==> src/core/fdc_pos_map.svh <==
// Register map, fields and timing of the head positioning block
`ifndef FDC_POS_MAP_SVH
`define FDC_POS_MAP_SVH
`define A_CMD 8'h00
`define A_TGT 8'h04
`define A_CFG 8'h08
`define A_SNS 8'h0c
`define A_IDR 8'h10
`define A_IDS 8'h14
`define OP_READ_ID 3'h1
`define OP_RECAL 3'h2
`define OP_SEEK 3'h3
`define OP_SENSE 3'h4
`define CMD_OP 2:0
`define CMD_DRV 5:4
`define CFG_SRT 3:0
`define CFG_NOPOLL 4
`define CFG_NDMA 5
`define CFG_LOWPWR 6
`define CFG_RST 8'h00
`define TGT_RST 8'h00
`define IC_NORMAL 2'h0
`define IC_ABNORM 2'h1
`define IC_INVALID 2'h2
`define IC_POLL 2'h3
`define CLK_MHZ 100
`define STEP_UNIT_US 500
`define STEP_UNIT_CYC (`STEP_UNIT_US * `CLK_MHZ)
`define STEP_PULSE_NS 1000
`define STEP_PULSE_CYC ((`STEP_PULSE_NS * `CLK_MHZ) / 1000)
`define RECAL_MAX_STEPS 79
`define SRT_SPAN 5'h10
`endif

==> src/core/fdc_pos_pkg.sv <==
// Types shared by the head positioning block
package fdc_pos_pkg;
  typedef enum logic [3:0] {
    P_IDLE   = 4'b0001,
    P_DECIDE = 4'b0010,
    P_PULSE  = 4'b0100,
    P_WAIT   = 4'b1000
  } pos_state_t;
  typedef enum logic [1:0] {
    ID_IDLE = 2'b01,
    ID_HUNT = 2'b10
  } id_state_t;
  typedef logic [1:0] term_class_t;
endpackage

==> src/core/drive_positioner.sv <==
// Step sequencer and track counter for one drive
`timescale 1ns/100ps
`default_nettype none
`include "fdc_pos_map.svh"
module drive_positioner
  import fdc_pos_pkg::*;
#(
  parameter int TRACK_W   = 8,
  parameter int PULSE_CYC = `STEP_PULSE_CYC,
  parameter int RECAL_MAX = `RECAL_MAX_STEPS
) (
  input  wire logic               clk_sys,      // System clock
  input  wire logic               rstn,         // Async reset, low
  input  wire logic               unitTick,     // Step time unit
  input  wire logic [3:0]         stepInterval, // Step spacing code
  input  wire logic               startSeek,    // Begin seek
  input  wire logic               startRecal,   // Begin recalibrate
  input  wire logic [TRACK_W-1:0] targetIn,     // Seek target
  input  wire logic               trackZero,    // Filtered sense level
  input  wire logic               clearAll,     // Low power exit
  output logic                    stepOut,      // Step pulse pin
  output logic                    dirOut,       // 1 = step in
  output logic [TRACK_W-1:0]      presentTrack, // Track counter
  output logic                    doneEvt,      // Command end pulse
  output logic                    doneFault,    // End was a fault
  output logic                    active        // Sequence running
);
  pos_state_t         state_q;
  logic               isRecal_q;
  logic [6:0]         stepCnt_q;
  logic [7:0]         pulseCnt_q;
  logic [4:0]         gapCnt_q;
  logic [TRACK_W-1:0] tgt_q;
  logic               finish;

  assign active = (state_q != P_IDLE);
  assign finish = (state_q == P_DECIDE) && (isRecal_q ?
    (trackZero || stepCnt_q == 7'(RECAL_MAX)) : (presentTrack == tgt_q));

  always_ff @(posedge clk_sys or negedge rstn) begin
    if (!rstn) begin
      state_q <= P_IDLE;
      isRecal_q <= 1'b0;
      stepCnt_q <= 7'h00;
      pulseCnt_q <= 8'h00;
      gapCnt_q <= 5'h00;
      tgt_q <= '0;
    end else if (clearAll) begin
      state_q <= P_IDLE;
    end else begin
      case (state_q)
        P_IDLE: begin
          if (startRecal || startSeek) begin
            state_q <= P_DECIDE;
            isRecal_q <= startRecal;
            stepCnt_q <= 7'h00;
            tgt_q <= targetIn;
          end
        end
        P_DECIDE: begin
          if (finish) begin
            state_q <= P_IDLE;
          end else begin
            state_q <= P_PULSE;
            pulseCnt_q <= 8'h00;
            stepCnt_q <= stepCnt_q + 7'h01;
          end
        end
        P_PULSE: begin
          if (pulseCnt_q == 8'(PULSE_CYC - 1)) begin
            state_q <= P_WAIT;
            gapCnt_q <= `SRT_SPAN - {1'b0, stepInterval};
          end else begin
            pulseCnt_q <= pulseCnt_q + 8'h01;
          end
        end
        P_WAIT: begin
          if (unitTick) begin
            if (gapCnt_q == 5'h01) begin
              state_q <= P_DECIDE;
            end else begin
              gapCnt_q <= gapCnt_q - 5'h01;
            end
          end
        end
        default: state_q <= P_IDLE;
      endcase
    end
  end

  always_ff @(posedge clk_sys or negedge rstn) begin
    if (!rstn) begin
      presentTrack <= '0;
    end else if (clearAll || (state_q == P_IDLE && startRecal)) begin
      presentTrack <= '0;
    end else if (state_q == P_DECIDE && !finish && !isRecal_q) begin
      presentTrack <= (presentTrack < tgt_q) ? presentTrack + 1'b1 :
                      presentTrack - 1'b1;
    end
  end

  always_ff @(posedge clk_sys or negedge rstn) begin
    if (!rstn) begin
      stepOut <= 1'b0;
      dirOut <= 1'b0;
      doneEvt <= 1'b0;
      doneFault <= 1'b0;
    end else begin
      doneEvt <= finish && !clearAll;
      doneFault <= finish && isRecal_q && !trackZero;
      if (state_q == P_DECIDE && !finish && !clearAll) begin
        stepOut <= 1'b1;
        dirOut <= !isRecal_q && (presentTrack < tgt_q);
      end else if (state_q != P_PULSE || clearAll) begin
        stepOut <= 1'b0;
      end
    end
  end
endmodule
`default_nettype wire

==> src/core/floppy_head_positioning_control.sv <==
// Head positioning control: registers, ID read, status sense, drives
`timescale 1ns/100ps
`default_nettype none
`include "fdc_pos_map.svh"
// How it works
// - Control commands move no data; three interrupt
// - ID read latches first ID field
// - Two index pulses, no ID: abnormal
// - Recalibrate clears track, steps outward
// - Track zero seen ends recalibrate normally
// - After 79 steps, fault and end
// - Positioning reports only via interrupt, sense
// - Positioning not busy; drives move together
// - Seek direction from track versus target
// - Steps paced; equal track ends seek
// - Head bit after seek reads zero
// - Low power exit clears tracks, status
// - Result phase entry raises interrupt
// - Positioning end raises interrupt
// - Non-DMA byte request raises interrupt
// - Sense clears interrupt, reports cause
// - Cause codes: poll, normal, abnormal
// - Unsensed drive stays busy
// - Interval sets step spacing, first shorter
// - Polling gives one interrupt after reset
module floppy_head_positioning_control
  import fdc_pos_pkg::*;
#(
  parameter int ND            = 4,
  parameter int TRACK_W       = 8,
  parameter int STEP_UNIT_CYC = `STEP_UNIT_CYC
) (
  input  wire logic          clk_sys,            // System clock
  input  wire logic          rstn,               // Async reset, low
  input  wire logic [7:0]    regAddr,            // Register address
  input  wire logic [31:0]   regWrData,          // Write data
  input  wire logic          regWr,              // Write strobe
  input  wire logic          regRd,              // Read strobe
  output logic      [31:0]   regRdData,          // Read data
  input  wire logic [ND-1:0] trackZeroSenseN,    // Track zero pins
  input  wire logic          indexPulseIn,       // Index pin
  input  wire logic          sectorHeaderMarker, // ID field found
  input  wire logic [7:0]    idCylinder,         // ID cylinder
  input  wire logic [7:0]    idHead,             // ID head
  input  wire logic [7:0]    idSector,           // ID sector
  input  wire logic [7:0]    idSize,             // ID size code
  input  wire logic          resultPhaseEntry,   // Other command result
  input  wire logic          dataXferReq,        // Byte wanted
  output logic      [ND-1:0] stepPulse,          // Step pins
  output logic      [ND-1:0] stepDir,            // Direction pins
  output logic               controllerIrq,      // Interrupt
  output logic               ctrlBusy            // Command busy
);
  localparam int UW = $clog2(STEP_UNIT_CYC + 1);
  function automatic logic [7:0] mkSt0(input term_class_t ic, input logic se,
                                       input logic ec, input logic [1:0] drv);
    mkSt0 = {ic, se, ec, 1'b0, 1'b0, drv};
  endfunction
  logic [ND:0]        sy1_q;
  logic [ND:0]        sy2_q;
  logic [ND:0]        sy3_q;
  logic [ND:0]        pinLvl_q;
  logic               idxPrev_q;
  logic               idxRise;
  logic [UW-1:0]      unitCnt_q;
  logic               unitTick_q;
  logic [7:0]         cfg_q;
  logic [TRACK_W-1:0] target_q;
  logic               lpPrev_q;
  logic               lpExit_q;
  logic               wrCmd;
  logic [2:0]         cmdOp;
  logic [1:0]         cmdDrv;
  logic               drvOk;
  logic               senseCmd;
  logic [ND-1:0]      startSeek;
  logic [ND-1:0]      startRecal;
  logic [ND-1:0]      posDone;
  logic [ND-1:0]      posFault;
  logic [ND-1:0]      posActive;
  logic [ND-1:0]      driveBusy;
  logic [TRACK_W-1:0] track [ND];
  logic [ND-1:0]      pend_q;
  logic [ND-1:0]      fault_q;
  logic               pollPend_q;
  logic               senseHit;
  logic [1:0]         senseDrv;
  logic [ND-1:0]      senseMask;
  logic [15:0]        sense_q;
  id_state_t          idState_q;
  logic [1:0]         idxCnt_q;
  logic [1:0]         idDrv_q;
  logic [31:0]        idRes_q;
  logic [31:0]        idField;
  logic [7:0]         idSt0_q;
  logic               noId_q;
  logic               idIrq_q;
  logic               resIrq_q;
  logic               idBusy;
  logic               idStart;
  logic               rdIds;

  // Pin inputs: three stages, change once stages two and three agree
  always_ff @(posedge clk_sys or negedge rstn) begin
    if (!rstn) begin
      sy1_q <= '0;
      sy2_q <= '0;
      sy3_q <= '0;
      pinLvl_q <= '0;
      idxPrev_q <= 1'b0;
    end else begin
      sy1_q <= {indexPulseIn, trackZeroSenseN};
      sy2_q <= sy1_q;
      sy3_q <= sy2_q;
      pinLvl_q <= (~(sy2_q ^ sy3_q) & sy3_q) | ((sy2_q ^ sy3_q) & pinLvl_q);
      idxPrev_q <= pinLvl_q[ND];
    end
  end
  assign idxRise = pinLvl_q[ND] && !idxPrev_q;
  // Step time unit divider
  always_ff @(posedge clk_sys or negedge rstn) begin
    if (!rstn) begin
      unitCnt_q <= '0;
      unitTick_q <= 1'b0;
    end else begin
      unitTick_q <= (unitCnt_q == UW'(STEP_UNIT_CYC - 1));
      if (unitCnt_q == UW'(STEP_UNIT_CYC - 1)) begin
        unitCnt_q <= '0;
      end else begin
        unitCnt_q <= unitCnt_q + 1'b1;
      end
    end
  end

  // Command decode
  assign wrCmd = regWr && (regAddr == `A_CMD);
  assign cmdOp = regWrData[`CMD_OP];
  assign cmdDrv = regWrData[`CMD_DRV];
  assign drvOk = (int'(cmdDrv) < ND);
  assign senseCmd = wrCmd && (cmdOp == `OP_SENSE);
  assign idStart = wrCmd && (cmdOp == `OP_READ_ID) && !idBusy && drvOk;
  assign idBusy = (idState_q == ID_HUNT);
  assign rdIds = regRd && (regAddr == `A_IDS);
  assign driveBusy = posActive | pend_q;
  always_comb begin
    startSeek = '0;
    startRecal = '0;
    if (wrCmd && drvOk && !cfg_q[`CFG_LOWPWR] && !driveBusy[cmdDrv]) begin
      startSeek[cmdDrv] = (cmdOp == `OP_SEEK);
      startRecal[cmdDrv] = (cmdOp == `OP_RECAL);
    end
  end

  // Software settings
  always_ff @(posedge clk_sys or negedge rstn) begin
    if (!rstn) begin
      cfg_q <= `CFG_RST;
      target_q <= TRACK_W'(`TGT_RST);
    end else if (regWr) begin
      if (regAddr == `A_CFG) begin
        cfg_q <= {1'b0, regWrData[6:0]};
      end
      if (regAddr == `A_TGT) begin
        target_q <= regWrData[TRACK_W-1:0];
      end
    end
  end

  always_ff @(posedge clk_sys or negedge rstn) begin
    if (!rstn) begin
      lpPrev_q <= 1'b0;
      lpExit_q <= 1'b0;
    end else begin
      lpPrev_q <= cfg_q[`CFG_LOWPWR];
      lpExit_q <= lpPrev_q && !cfg_q[`CFG_LOWPWR];
    end
  end

  for (genvar g = 0; g < ND; g++) begin : g_drv
    drive_positioner #(
      .TRACK_W (TRACK_W)
    ) u_pos (
      .clk_sys      (clk_sys),
      .rstn         (rstn),
      .unitTick     (unitTick_q),
      .stepInterval (cfg_q[`CFG_SRT]),
      .startSeek    (startSeek[g]),
      .startRecal   (startRecal[g]),
      .targetIn     (target_q),
      .trackZero    (pinLvl_q[g]),
      .clearAll     (lpExit_q),
      .stepOut      (stepPulse[g]),
      .dirOut       (stepDir[g]),
      .presentTrack (track[g]),
      .doneEvt      (posDone[g]),
      .doneFault    (posFault[g]),
      .active       (posActive[g])
    );
  end

  always_comb begin
    senseHit = 1'b0;
    senseDrv = 2'h0;
    for (int i = ND - 1; i >= 0; i--) begin
      if (pend_q[i]) begin
        senseHit = 1'b1;
        senseDrv = 2'(i);
      end
    end
    senseMask = '0;
    if (senseCmd && !pollPend_q && senseHit) begin
      senseMask[senseDrv] = 1'b1;
    end
  end

  // pending end per drive, set wins
  always_ff @(posedge clk_sys or negedge rstn) begin
    if (!rstn) begin
      pend_q <= '0;
      fault_q <= '0;
    end else if (lpExit_q) begin
      pend_q <= '0;
      fault_q <= '0;
    end else begin
      pend_q <= posDone | (pend_q & ~senseMask);
      fault_q <= (posDone & posFault) | (fault_q & ~posDone);
    end
  end
  always_ff @(posedge clk_sys or negedge rstn) begin
    if (!rstn) begin
      pollPend_q <= 1'b1;
    end else if (lpExit_q || senseCmd || cfg_q[`CFG_NOPOLL]) begin
      pollPend_q <= 1'b0;
    end
  end
  always_ff @(posedge clk_sys or negedge rstn) begin
    if (!rstn) begin
      sense_q <= 16'h0000;
    end else if (lpExit_q) begin
      sense_q <= 16'h0000;
    end else if (senseCmd) begin
      if (pollPend_q) begin
        sense_q <= {8'h00, mkSt0(`IC_POLL, 1'b0, 1'b0, 2'h0)};
      end else if (senseHit) begin
        sense_q <= {8'(track[senseDrv]), mkSt0(fault_q[senseDrv] ?
                    `IC_ABNORM : `IC_NORMAL, 1'b1, fault_q[senseDrv], senseDrv)};
      end else begin
        sense_q <= {8'h00, mkSt0(`IC_INVALID, 1'b0, 1'b0, 2'h0)};
      end
    end
  end

  assign idField = {idSize, idSector, idHead, idCylinder};
  // ID read hunts up to two index pulses
  always_ff @(posedge clk_sys or negedge rstn) begin
    if (!rstn) begin
      idState_q <= ID_IDLE;
      idxCnt_q <= 2'h0;
      idDrv_q <= 2'h0;
      idRes_q <= 32'h0;
      idSt0_q <= 8'h00;
      noId_q <= 1'b0;
    end else if (lpExit_q) begin
      idState_q <= ID_IDLE;
      idSt0_q <= 8'h00;
      noId_q <= 1'b0;
    end else begin
      case (idState_q)
        ID_IDLE: begin
          if (idStart) begin
            idState_q <= ID_HUNT;
            idxCnt_q <= 2'h0;
            idDrv_q <= cmdDrv;
          end
        end
        ID_HUNT: begin
          if (sectorHeaderMarker) begin
            idRes_q <= idField;
            idSt0_q <= mkSt0(`IC_NORMAL, 1'b0, 1'b0, idDrv_q);
            noId_q <= 1'b0;
            idState_q <= ID_IDLE;
          end else if (idxRise && idxCnt_q == 2'h1) begin
            idSt0_q <= mkSt0(`IC_ABNORM, 1'b0, 1'b0, idDrv_q);
            noId_q <= 1'b1;
            idState_q <= ID_IDLE;
          end else if (idxRise) begin
            idxCnt_q <= idxCnt_q + 2'h1;
          end
        end
        default: idState_q <= ID_IDLE;
      endcase
    end
  end
  // result interrupts, set wins over clear
  always_ff @(posedge clk_sys or negedge rstn) begin
    if (!rstn) begin
      idIrq_q <= 1'b0;
      resIrq_q <= 1'b0;
    end else begin
      idIrq_q <= (idBusy && (sectorHeaderMarker || (idxRise && idxCnt_q == 2'h1)))
                 || (idIrq_q && !senseCmd && !rdIds && !lpExit_q);
      resIrq_q <= resultPhaseEntry || (resIrq_q && !senseCmd && !lpExit_q);
    end
  end
  assign controllerIrq = (|pend_q) || pollPend_q || idIrq_q || resIrq_q ||
                         (dataXferReq && cfg_q[`CFG_NDMA]);
  // busy only while ID read runs
  assign ctrlBusy = idBusy;
  // Register reads, data one cycle after strobe
  always_ff @(posedge clk_sys or negedge rstn) begin
    if (!rstn) begin
      regRdData <= 32'h0;
    end else if (regRd) begin
      case (regAddr)
        `A_CMD: regRdData <= {24'h0, idBusy, 3'h0, 4'(driveBusy)};
        `A_TGT: regRdData <= 32'(target_q);
        `A_CFG: regRdData <= {24'h0, cfg_q};
        `A_SNS: regRdData <= {16'h0, sense_q};
        `A_IDR: regRdData <= idRes_q;
        `A_IDS: regRdData <= {23'h0, noId_q, idSt0_q};
        default: regRdData <= 32'h0;
      endcase
    end else begin
      regRdData <= 32'h0;
    end
  end
endmodule
`default_nettype wire

==> config.mk <==
export PLATFORM = sky130hd
export DESIGN_NAME = floppy_head_positioning_control
export DESIGN_NICKNAME = d
export VERILOG_FILES = /design/src/core/fdc_pos_pkg.sv /design/src/core/drive_positioner.sv /design/src/core/floppy_head_positioning_control.sv
export VERILOG_INCLUDE_DIRS = /design/src /design/src/core
export SDC_FILE = /design/constraint.sdc
export NUM_CORES = 1
export LEC_CHECK = 0
export BUFFER_PORTS_ARGS = -buffer_cell sky130_fd_sc_hd__buf_4
export CAP_MARGIN = 20
export CORE_MARGIN = 1
export CORE_UTILIZATION = 40
export DETAILED_ROUTE_END_ITERATION = 8
export PLACE_DENSITY = 0.65
export SYNTH_ARGS = -nofsm -noshare
export SYNTH_HDL_FRONTEND = slang
export SYNTH_HIERARCHICAL = 1
export SYNTH_SLANG_ARGS = --single-unit
==> constraint.sdc <==
create_clock -name clk_sys -period 3.81 [get_ports clk_sys]
set_input_delay 0.381 -clock clk_sys [delete_from_list [all_inputs] [get_ports clk_sys]]
set_output_delay 0.381 -clock clk_sys [all_outputs]
set_load 0.05 [all_outputs]
## Word level (Yosys, flattened, before mapping)

Index checks and enable logic that the tools add are counted.

| word-level totals | value |
|---|---|
| register bits after elaboration | 341 |
| output and inout bits | 42 |
| logic and storage cells | 513 |

| cells by class | value |
|---|---|
| $add $sub $neg | 23 |
| $lt $le $gt $ge | 9 |
| muxes and demuxes | 142 |
| bitwise logic cells | 17 |
| reduce and logical (&&, ||, !) cells | 155 |
| equal/unequal tests | 99 |

Operator list:

| cell | count |
|---|---|
| $mux 8 | 26 |
| $pmux 32 s6 | 1 |
| $mux 4 | 25 |
| $mux 16 | 5 |
| $add 8x1->8 const B | 8 |
| $pmux 4 s4 | 4 |
| $pmux 8 s2 | 4 |
| $mux 5 | 12 |
| $logic_and 1x1->1 | 57 |
| $mux 7 | 8 |
| $pmux 7 s2 | 4 |
| $reduce_and 4->1 | 12 |
| $reduce_bool 2->1 | 23 |
| $ne 2x2->1 const B | 20 |
| $pmux 5 s2 | 4 |
| $ne 3x2->1 const B | 12 |
| $eq 8x7->1 const B | 4 |
| $eq 8x8->1 | 4 |
| $lt 8x8->1 | 4 |
| $mux 32 | 1 |
| $sub 8x1->8 const B | 4 |
| $add 7x1->7 const B | 4 |
| $eq 7x7->1 const B | 4 |
| $logic_or 1x1->1 | 25 |
| other kinds (49) | 170 |

## Depth between registers and ports, before layout

| logic depth | value |
|---|---|
| word-level depth | 13 |
| mapped depth | 14 |

## Modules after synthesis

The synthesis kept the hierarchy.

By module, submodules not included:

| module | seq. area each (um^2) | cells each | area an instance (um^2) | instances |
|---|---|---|---|---|
| floppy_head_positioning_control | 3831.2 | 555 | 6613.8 | 1 |
| drive_positioner (g_drv[1].u_pos ...) | 1127.3 | 305 | 2753.9 | 2 |
| drive_positioner (g_drv[2].u_pos) | 1127.3 | 300 | 2772.7 | 1 |
| drive_positioner (g_drv[0].u_pos) | 1127.3 | 298 | 2717.6 | 1 |

## Least setup slack after synthesis

OpenSTA, ideal clock, no wires.

| path | value |
|---|---|
| kind | reg-to-reg |
| from | reg g_drv[1].u_pos.state_q[0] |
| to | reg g_drv[1].u_pos.stepCnt_q[3] |
| required time | 3732 ps |
| setup slack | 626 ps |
| clock period less this slack | 3184 ps |
| stages on the path, launching flop included | 12 |
| arrival time | 3107 ps |
| library setup time | 78 ps |
| cell sequence | dfstp_2 nor4b_4 inv_2 nor3_1 a21oi_1 or3b_2 nor3_1 nor2_1 a21oi_1 o21ai_0 or4_1 a21oi_1 |

| between the ends | value |
|---|---|
| word-level cells in the longest chain between the ends | 10 |
| elaborated cells between the ends (all ways) | 17 |
| those cells by class | eq/ne: 5; mux: 5; bitwise: 1; reduce/logical: 6 |

Ends and longest elaborated chain:

| item | line | source |
|---|---|---|
| start: declaration | drive_positioner.sv:28 | `pos_state_t state_q;` |
| start signal: assignment | drive_positioner.sv:42 | `state_q <= P_IDLE;` |
| start signal: assignment | drive_positioner.sv:49 | `state_q <= P_IDLE;` |
| start signal: assignment | drive_positioner.sv:54 | `state_q <= P_DECIDE;` |
| $ne 4x1->1 | drive_positioner.sv:36 | `assign active = (state_q != P_IDLE);` |
| named net posActive[1] | floppy_head_positioning_control.sv:80 | `logic [ND-1:0] posActive;` |
| $or 4x4->4 | floppy_head_positioning_control.sv:144 | `assign driveBusy = posActive \| pend_q;` |
| $bmux 1 s2 | floppy_head_positioning_control.sv:148 | `` if (wrCmd && drvOk && !cfg_q[`CFG_LOWPWR] && !driveBusy[cmdDrv]) begin `` |
| $mux 1 (not written as such) | floppy_head_positioning_control.sv:148 |  |
| $logic_not 1->1 | floppy_head_positioning_control.sv:148 |  |
| $logic_and 1x1->1 | floppy_head_positioning_control.sv:148 |  |
| $mux 4 | floppy_head_positioning_control.sv:148 |  |
| named net startRecal[1] | floppy_head_positioning_control.sv:77 | `logic [ND-1:0] startRecal;` |
| $logic_or 1x1->1 | drive_positioner.sv:53 | `if (startRecal \|\| startSeek) begin` |
| $ne 2x1->1 (no line) | - |  |
| $reduce_and 4->1 (no line) | - |  |
| end signal: assignment | drive_positioner.sv:66 | `stepCnt_q <= stepCnt_q + 7'h01;` |
| end: declaration | drive_positioner.sv:30 | `logic [6:0] stepCnt_q;` |

The timed path passes the listed nets, and every way through them passes these cells. The select of a mux whose other input is x is not followed.
A chain may end at the register's enable or synchronous reset.

## Final worst setup path

| path | value |
|---|---|
| from | reg g_drv[1].u_pos.state_q[0] |
| to | reg g_drv[1].u_pos.stepCnt_q[4] |

Same word-level chain as after synthesis.

==> results_dict.tcl <==
set metrics [dict create \
    min_path_type "in2reg" \
    fillers 3966 \
    min_period_ns 3.50 \
    core_area_um2 43300 \
    async_flop_share_pct 100 \
    ys_ff_latch 333 \
    cts_tree "done" \
    fin_ws_ns 0.307 \
    critical_path_class "reg2reg" \
    grt_first_pass_wirelength_um 70900 \
    synth_top_area_share_pct 46.5 \
    status "finished clean" \
    viasPerCell 5.51 \
    syn_nets 1929 \
    start_kind "flop" \
    start_util_pct 40.7 \
    synth_edf_count 0 \
    drc 0 \
    yosys.cell_types.count 88 \
    htreeDepth 2 \
    cts.sink_count 333 \
    setup-tns-final_ns 0 \
    root_buffer "clkbuf_16" \
    yosysMostFrequentCell "dfrtp_1" \
    synth.yosys.seq_area_share_pct 47.4 \
    grt_usage_pct 19.8 \
    clock.fmax_mhz 285 \
    die_h_um 212 \
    postSynthAreaPerCell_um2 9.99 \
    grt_setup_unrepaired "false" \
    routed-via-count 13800 \
    num_rows 76 \
    fp.dieW_um 212 \
    final_hold_viol_count 0 \
    finalSetupViolCount 0 \
    syn2layout_area_growth_pct 16.4 \
    clock_insertion_delay_worst_skew_ns 0.57 \
    drt-initial-drc-count 939 \
    utilization_pct 47.4 \
    met3_usage_pct 3.07 \
    synthesis.area_um2 17600 \
    gp_congestion 0.888 \
    skew_ns 0.0247 \
    grtUsageMet1_pct 27.1 \
    met2_usage_pct 32.5 \
    pre_cts_ws_ns 0.287 \
    whs_ns 0.0293 \
    p_per_area_nw_per_um2 564 \
    fin_crit_sh_pct 91.9 \
    synthFlopType "dfrtp_1" \
    grt_busiest_layer "met2" \
    antenna_found_initial 0 \
    relSlewSlack_pct 29.1 \
    post-cts-setup-buffers 0 \
    clock_path_buffers 3 \
    leakage_nw 9.24 \
    ir_worst_vdd_mv 0.283 \
    numCtsBuffers 39 \
    drive_gt1_share_pct 16.3 \
    finalMaxSlewViolations 0 \
    cp.arrival_ns 3.98 \
    grt-ovfl-total 0 \
    synthTopCellsByArea "dfrtp_1 46%, ha_1 5.5%, nand2_1 3.5%" \
    drt-wirelength-per-cell_um 17.3 \
    finalWirelength_um 43200 \
    portBuffers 101 \
    required_ns 4.29 \
    grt_max_degree 128 \
    yosys-top-cells-count "327 x dfrtp_1, 162 x nand2_1, 117 x nor2_1, 110 x a21oi_1, 105 x o21ai_0" \
    die_area_um2 44900 \
    worstMarginPinSlew_ns 1.06 \
    yosysWarnings 6 \
    layout.nets 2053 \
    dr.pass1.iters 6 \
    critPathMaxFanout 7 \
    synthCells 1763 \
    grt_pass1_vias 13400 \
    crit_path_end_kind "flop" \
    num_io_pins 126 \
    clkSlewWorstSetupHoldPaths_ns 0.06 \
    postRouteAntennaNets 0 \
    synth_top_area_cell "dfrtp_1" \
    maxCapViolations 0 \
    dp_hpwl_um 30500 \
]
## through the flow
step / std cells / cell area (um2) / power, mW
2_1_floorplan: 1763 / 17600 / 6.76
3_3_place_gp: 2421 / 19100 / 7.63
3_5_place_dp: 2421 / 19100 / 7.75
4_1_cts: 2499 / 20500 / 11.7
5_1_grt: 2500 / 20500 / 12.3
6_report: 2501 / 20500 / 11.6
## layout make-up
cell class                 count  area, um2  area share [%]
tap                          585        732            3.57
multi-input combinational   1270       8570            41.8
timing repair buffer         149       1190            5.79
clock buffer                  53       1100            5.36
sequential                   333       8340            40.7
clock inverter                16        221            1.08
inverter                      94        353            1.72
antenna                        1       2.50          0.0122
## sequential cells by signal (all words and copies together) (netlist names), 5 cells and up, named ones only
name	count
g_drv.u_pos/tgt_q	32
g_drv.u_pos/state_q	16
g_drv.u_pos/presentTrack	32
regRdData	32
g_drv.u_pos/stepCnt_q	28
sy2_q	5
cfg_q	7
sense_q	14
sy1_q	5
sy3_q	5
g_drv.u_pos/gapCnt_q	20
g_drv.u_pos/pulseCnt_q	32
target_q	8
idRes_q	32
unitCnt_q	16
## logic make-up (layout without fill, tap and decap cells)
| logic type | Yosys count | after routing | share of synthesized area [%] |
|---|---|---|---|
| AND/OR/NAND/NOR | 645 | 645 | 20.1 |
| AO/OA/AOI/OAI | 424 | 424 | 15.6 |
| flip-flops | 333 | 333 | 47.4 |
| buffers and inverters | 160 | 312 | 4.01 |
| adder cells (fa/ha/maj) | 87 | 87 | 6.28 |
| multiplexers | 73 | 73 | 4.54 |
| XOR/XNOR | 41 | 41 | 2.04 |
| other | 0 | 1 | 0 |
## routing by layer
layer / routed length, um / vias to the layer above
met5: 0 / -
met4: 922 / 0
met3: 1920 / 55
met2: 20400 / 302
met1: 19900 / 6810
li1: - / 6610
## worst max-delay path, stage by stage, from the launching register on
cell and delay, ns:
dfstp_2 0.59, nor4b_4 0.24, inv_2 0.12, nor3_1 0.26, a21oi_1 0.07, or3b_2 0.58
nor3_1 0.33, nor2_1 0.12, a21oi_1 0.21, buf_4 0.17, o211ai_1 0.22, or3_1 0.38
a21oi_1 0.14
## cell usage in the layout, fill, tap and decap left out, types with 8 or more instances in the layout
cell type and n:
a21o_1 13, a21oi_1 109, a22o_1 24, and2_1 19, and3_1 11, buf_4 136
clkbuf_16 39, dfrtp_1 326, dlygate4sd3_1 9, ha_1 78, inv_1 90, mux2_2 52
mux2i_1 18, nand2_1 162, nand2b_1 34, nand3_1 71, nand4_1 17, nor2_1 117
nor2b_1 24, nor3_1 46, nor3b_1 17, nor4b_1 16, o2111ai_1 10, o211ai_1 43
o21ai_0 105, o21ai_1 30, o31ai_1 14, o41ai_1 9, or3_1 34, or4_1 16
or4b_1 8, xnor2_1 23, xor2_1 18
## where the power goes
group          internal (mW)  switching [mW]
combinational           1.24            1.71
sequential              4.07           0.707
clock                   2.31            1.53
## worst paths after layout
path | cells past startpoint | endpoint | slack (ns) | start
max | 12 | g_drv[1].u_pos/stepCnt_q[4]$_DFFE_PN0P_ | 0.31 | g_drv[1].u_pos/state_q[0]$_DFFE_PN1P_
min | 2 | idRes_q[14]$_DFFE_PN0P_ | 0.03 | idHead[6]
max reg2reg | 12 | g_drv[1].u_pos/stepCnt_q[4]$_DFFE_PN0P_ | 0.31 | g_drv[1].u_pos/state_q[0]$_DFFE_PN1P_
min reg2reg | 0 | sy2_q[4]$_DFF_PN0_ | 0.34 | sy1_q[4]$_DFF_PN0_
max in group asynchronous | 3 | idRes_q[13]$_DFFE_PN0P_ | 2.28 | rstn
min in group asynchronous | 2 | g_drv[1].u_pos/pulseCnt_q[7]$_DFFE_PN0P_ | 0.55 | rstn
## repair_timing
action	in CTS	in global routing
hold buffers	9	0
setup endpoints to repair	0	1
gates resized for setup	0	1
hold endpoints to repair	32	0
(Power assumes the default switching activity.)
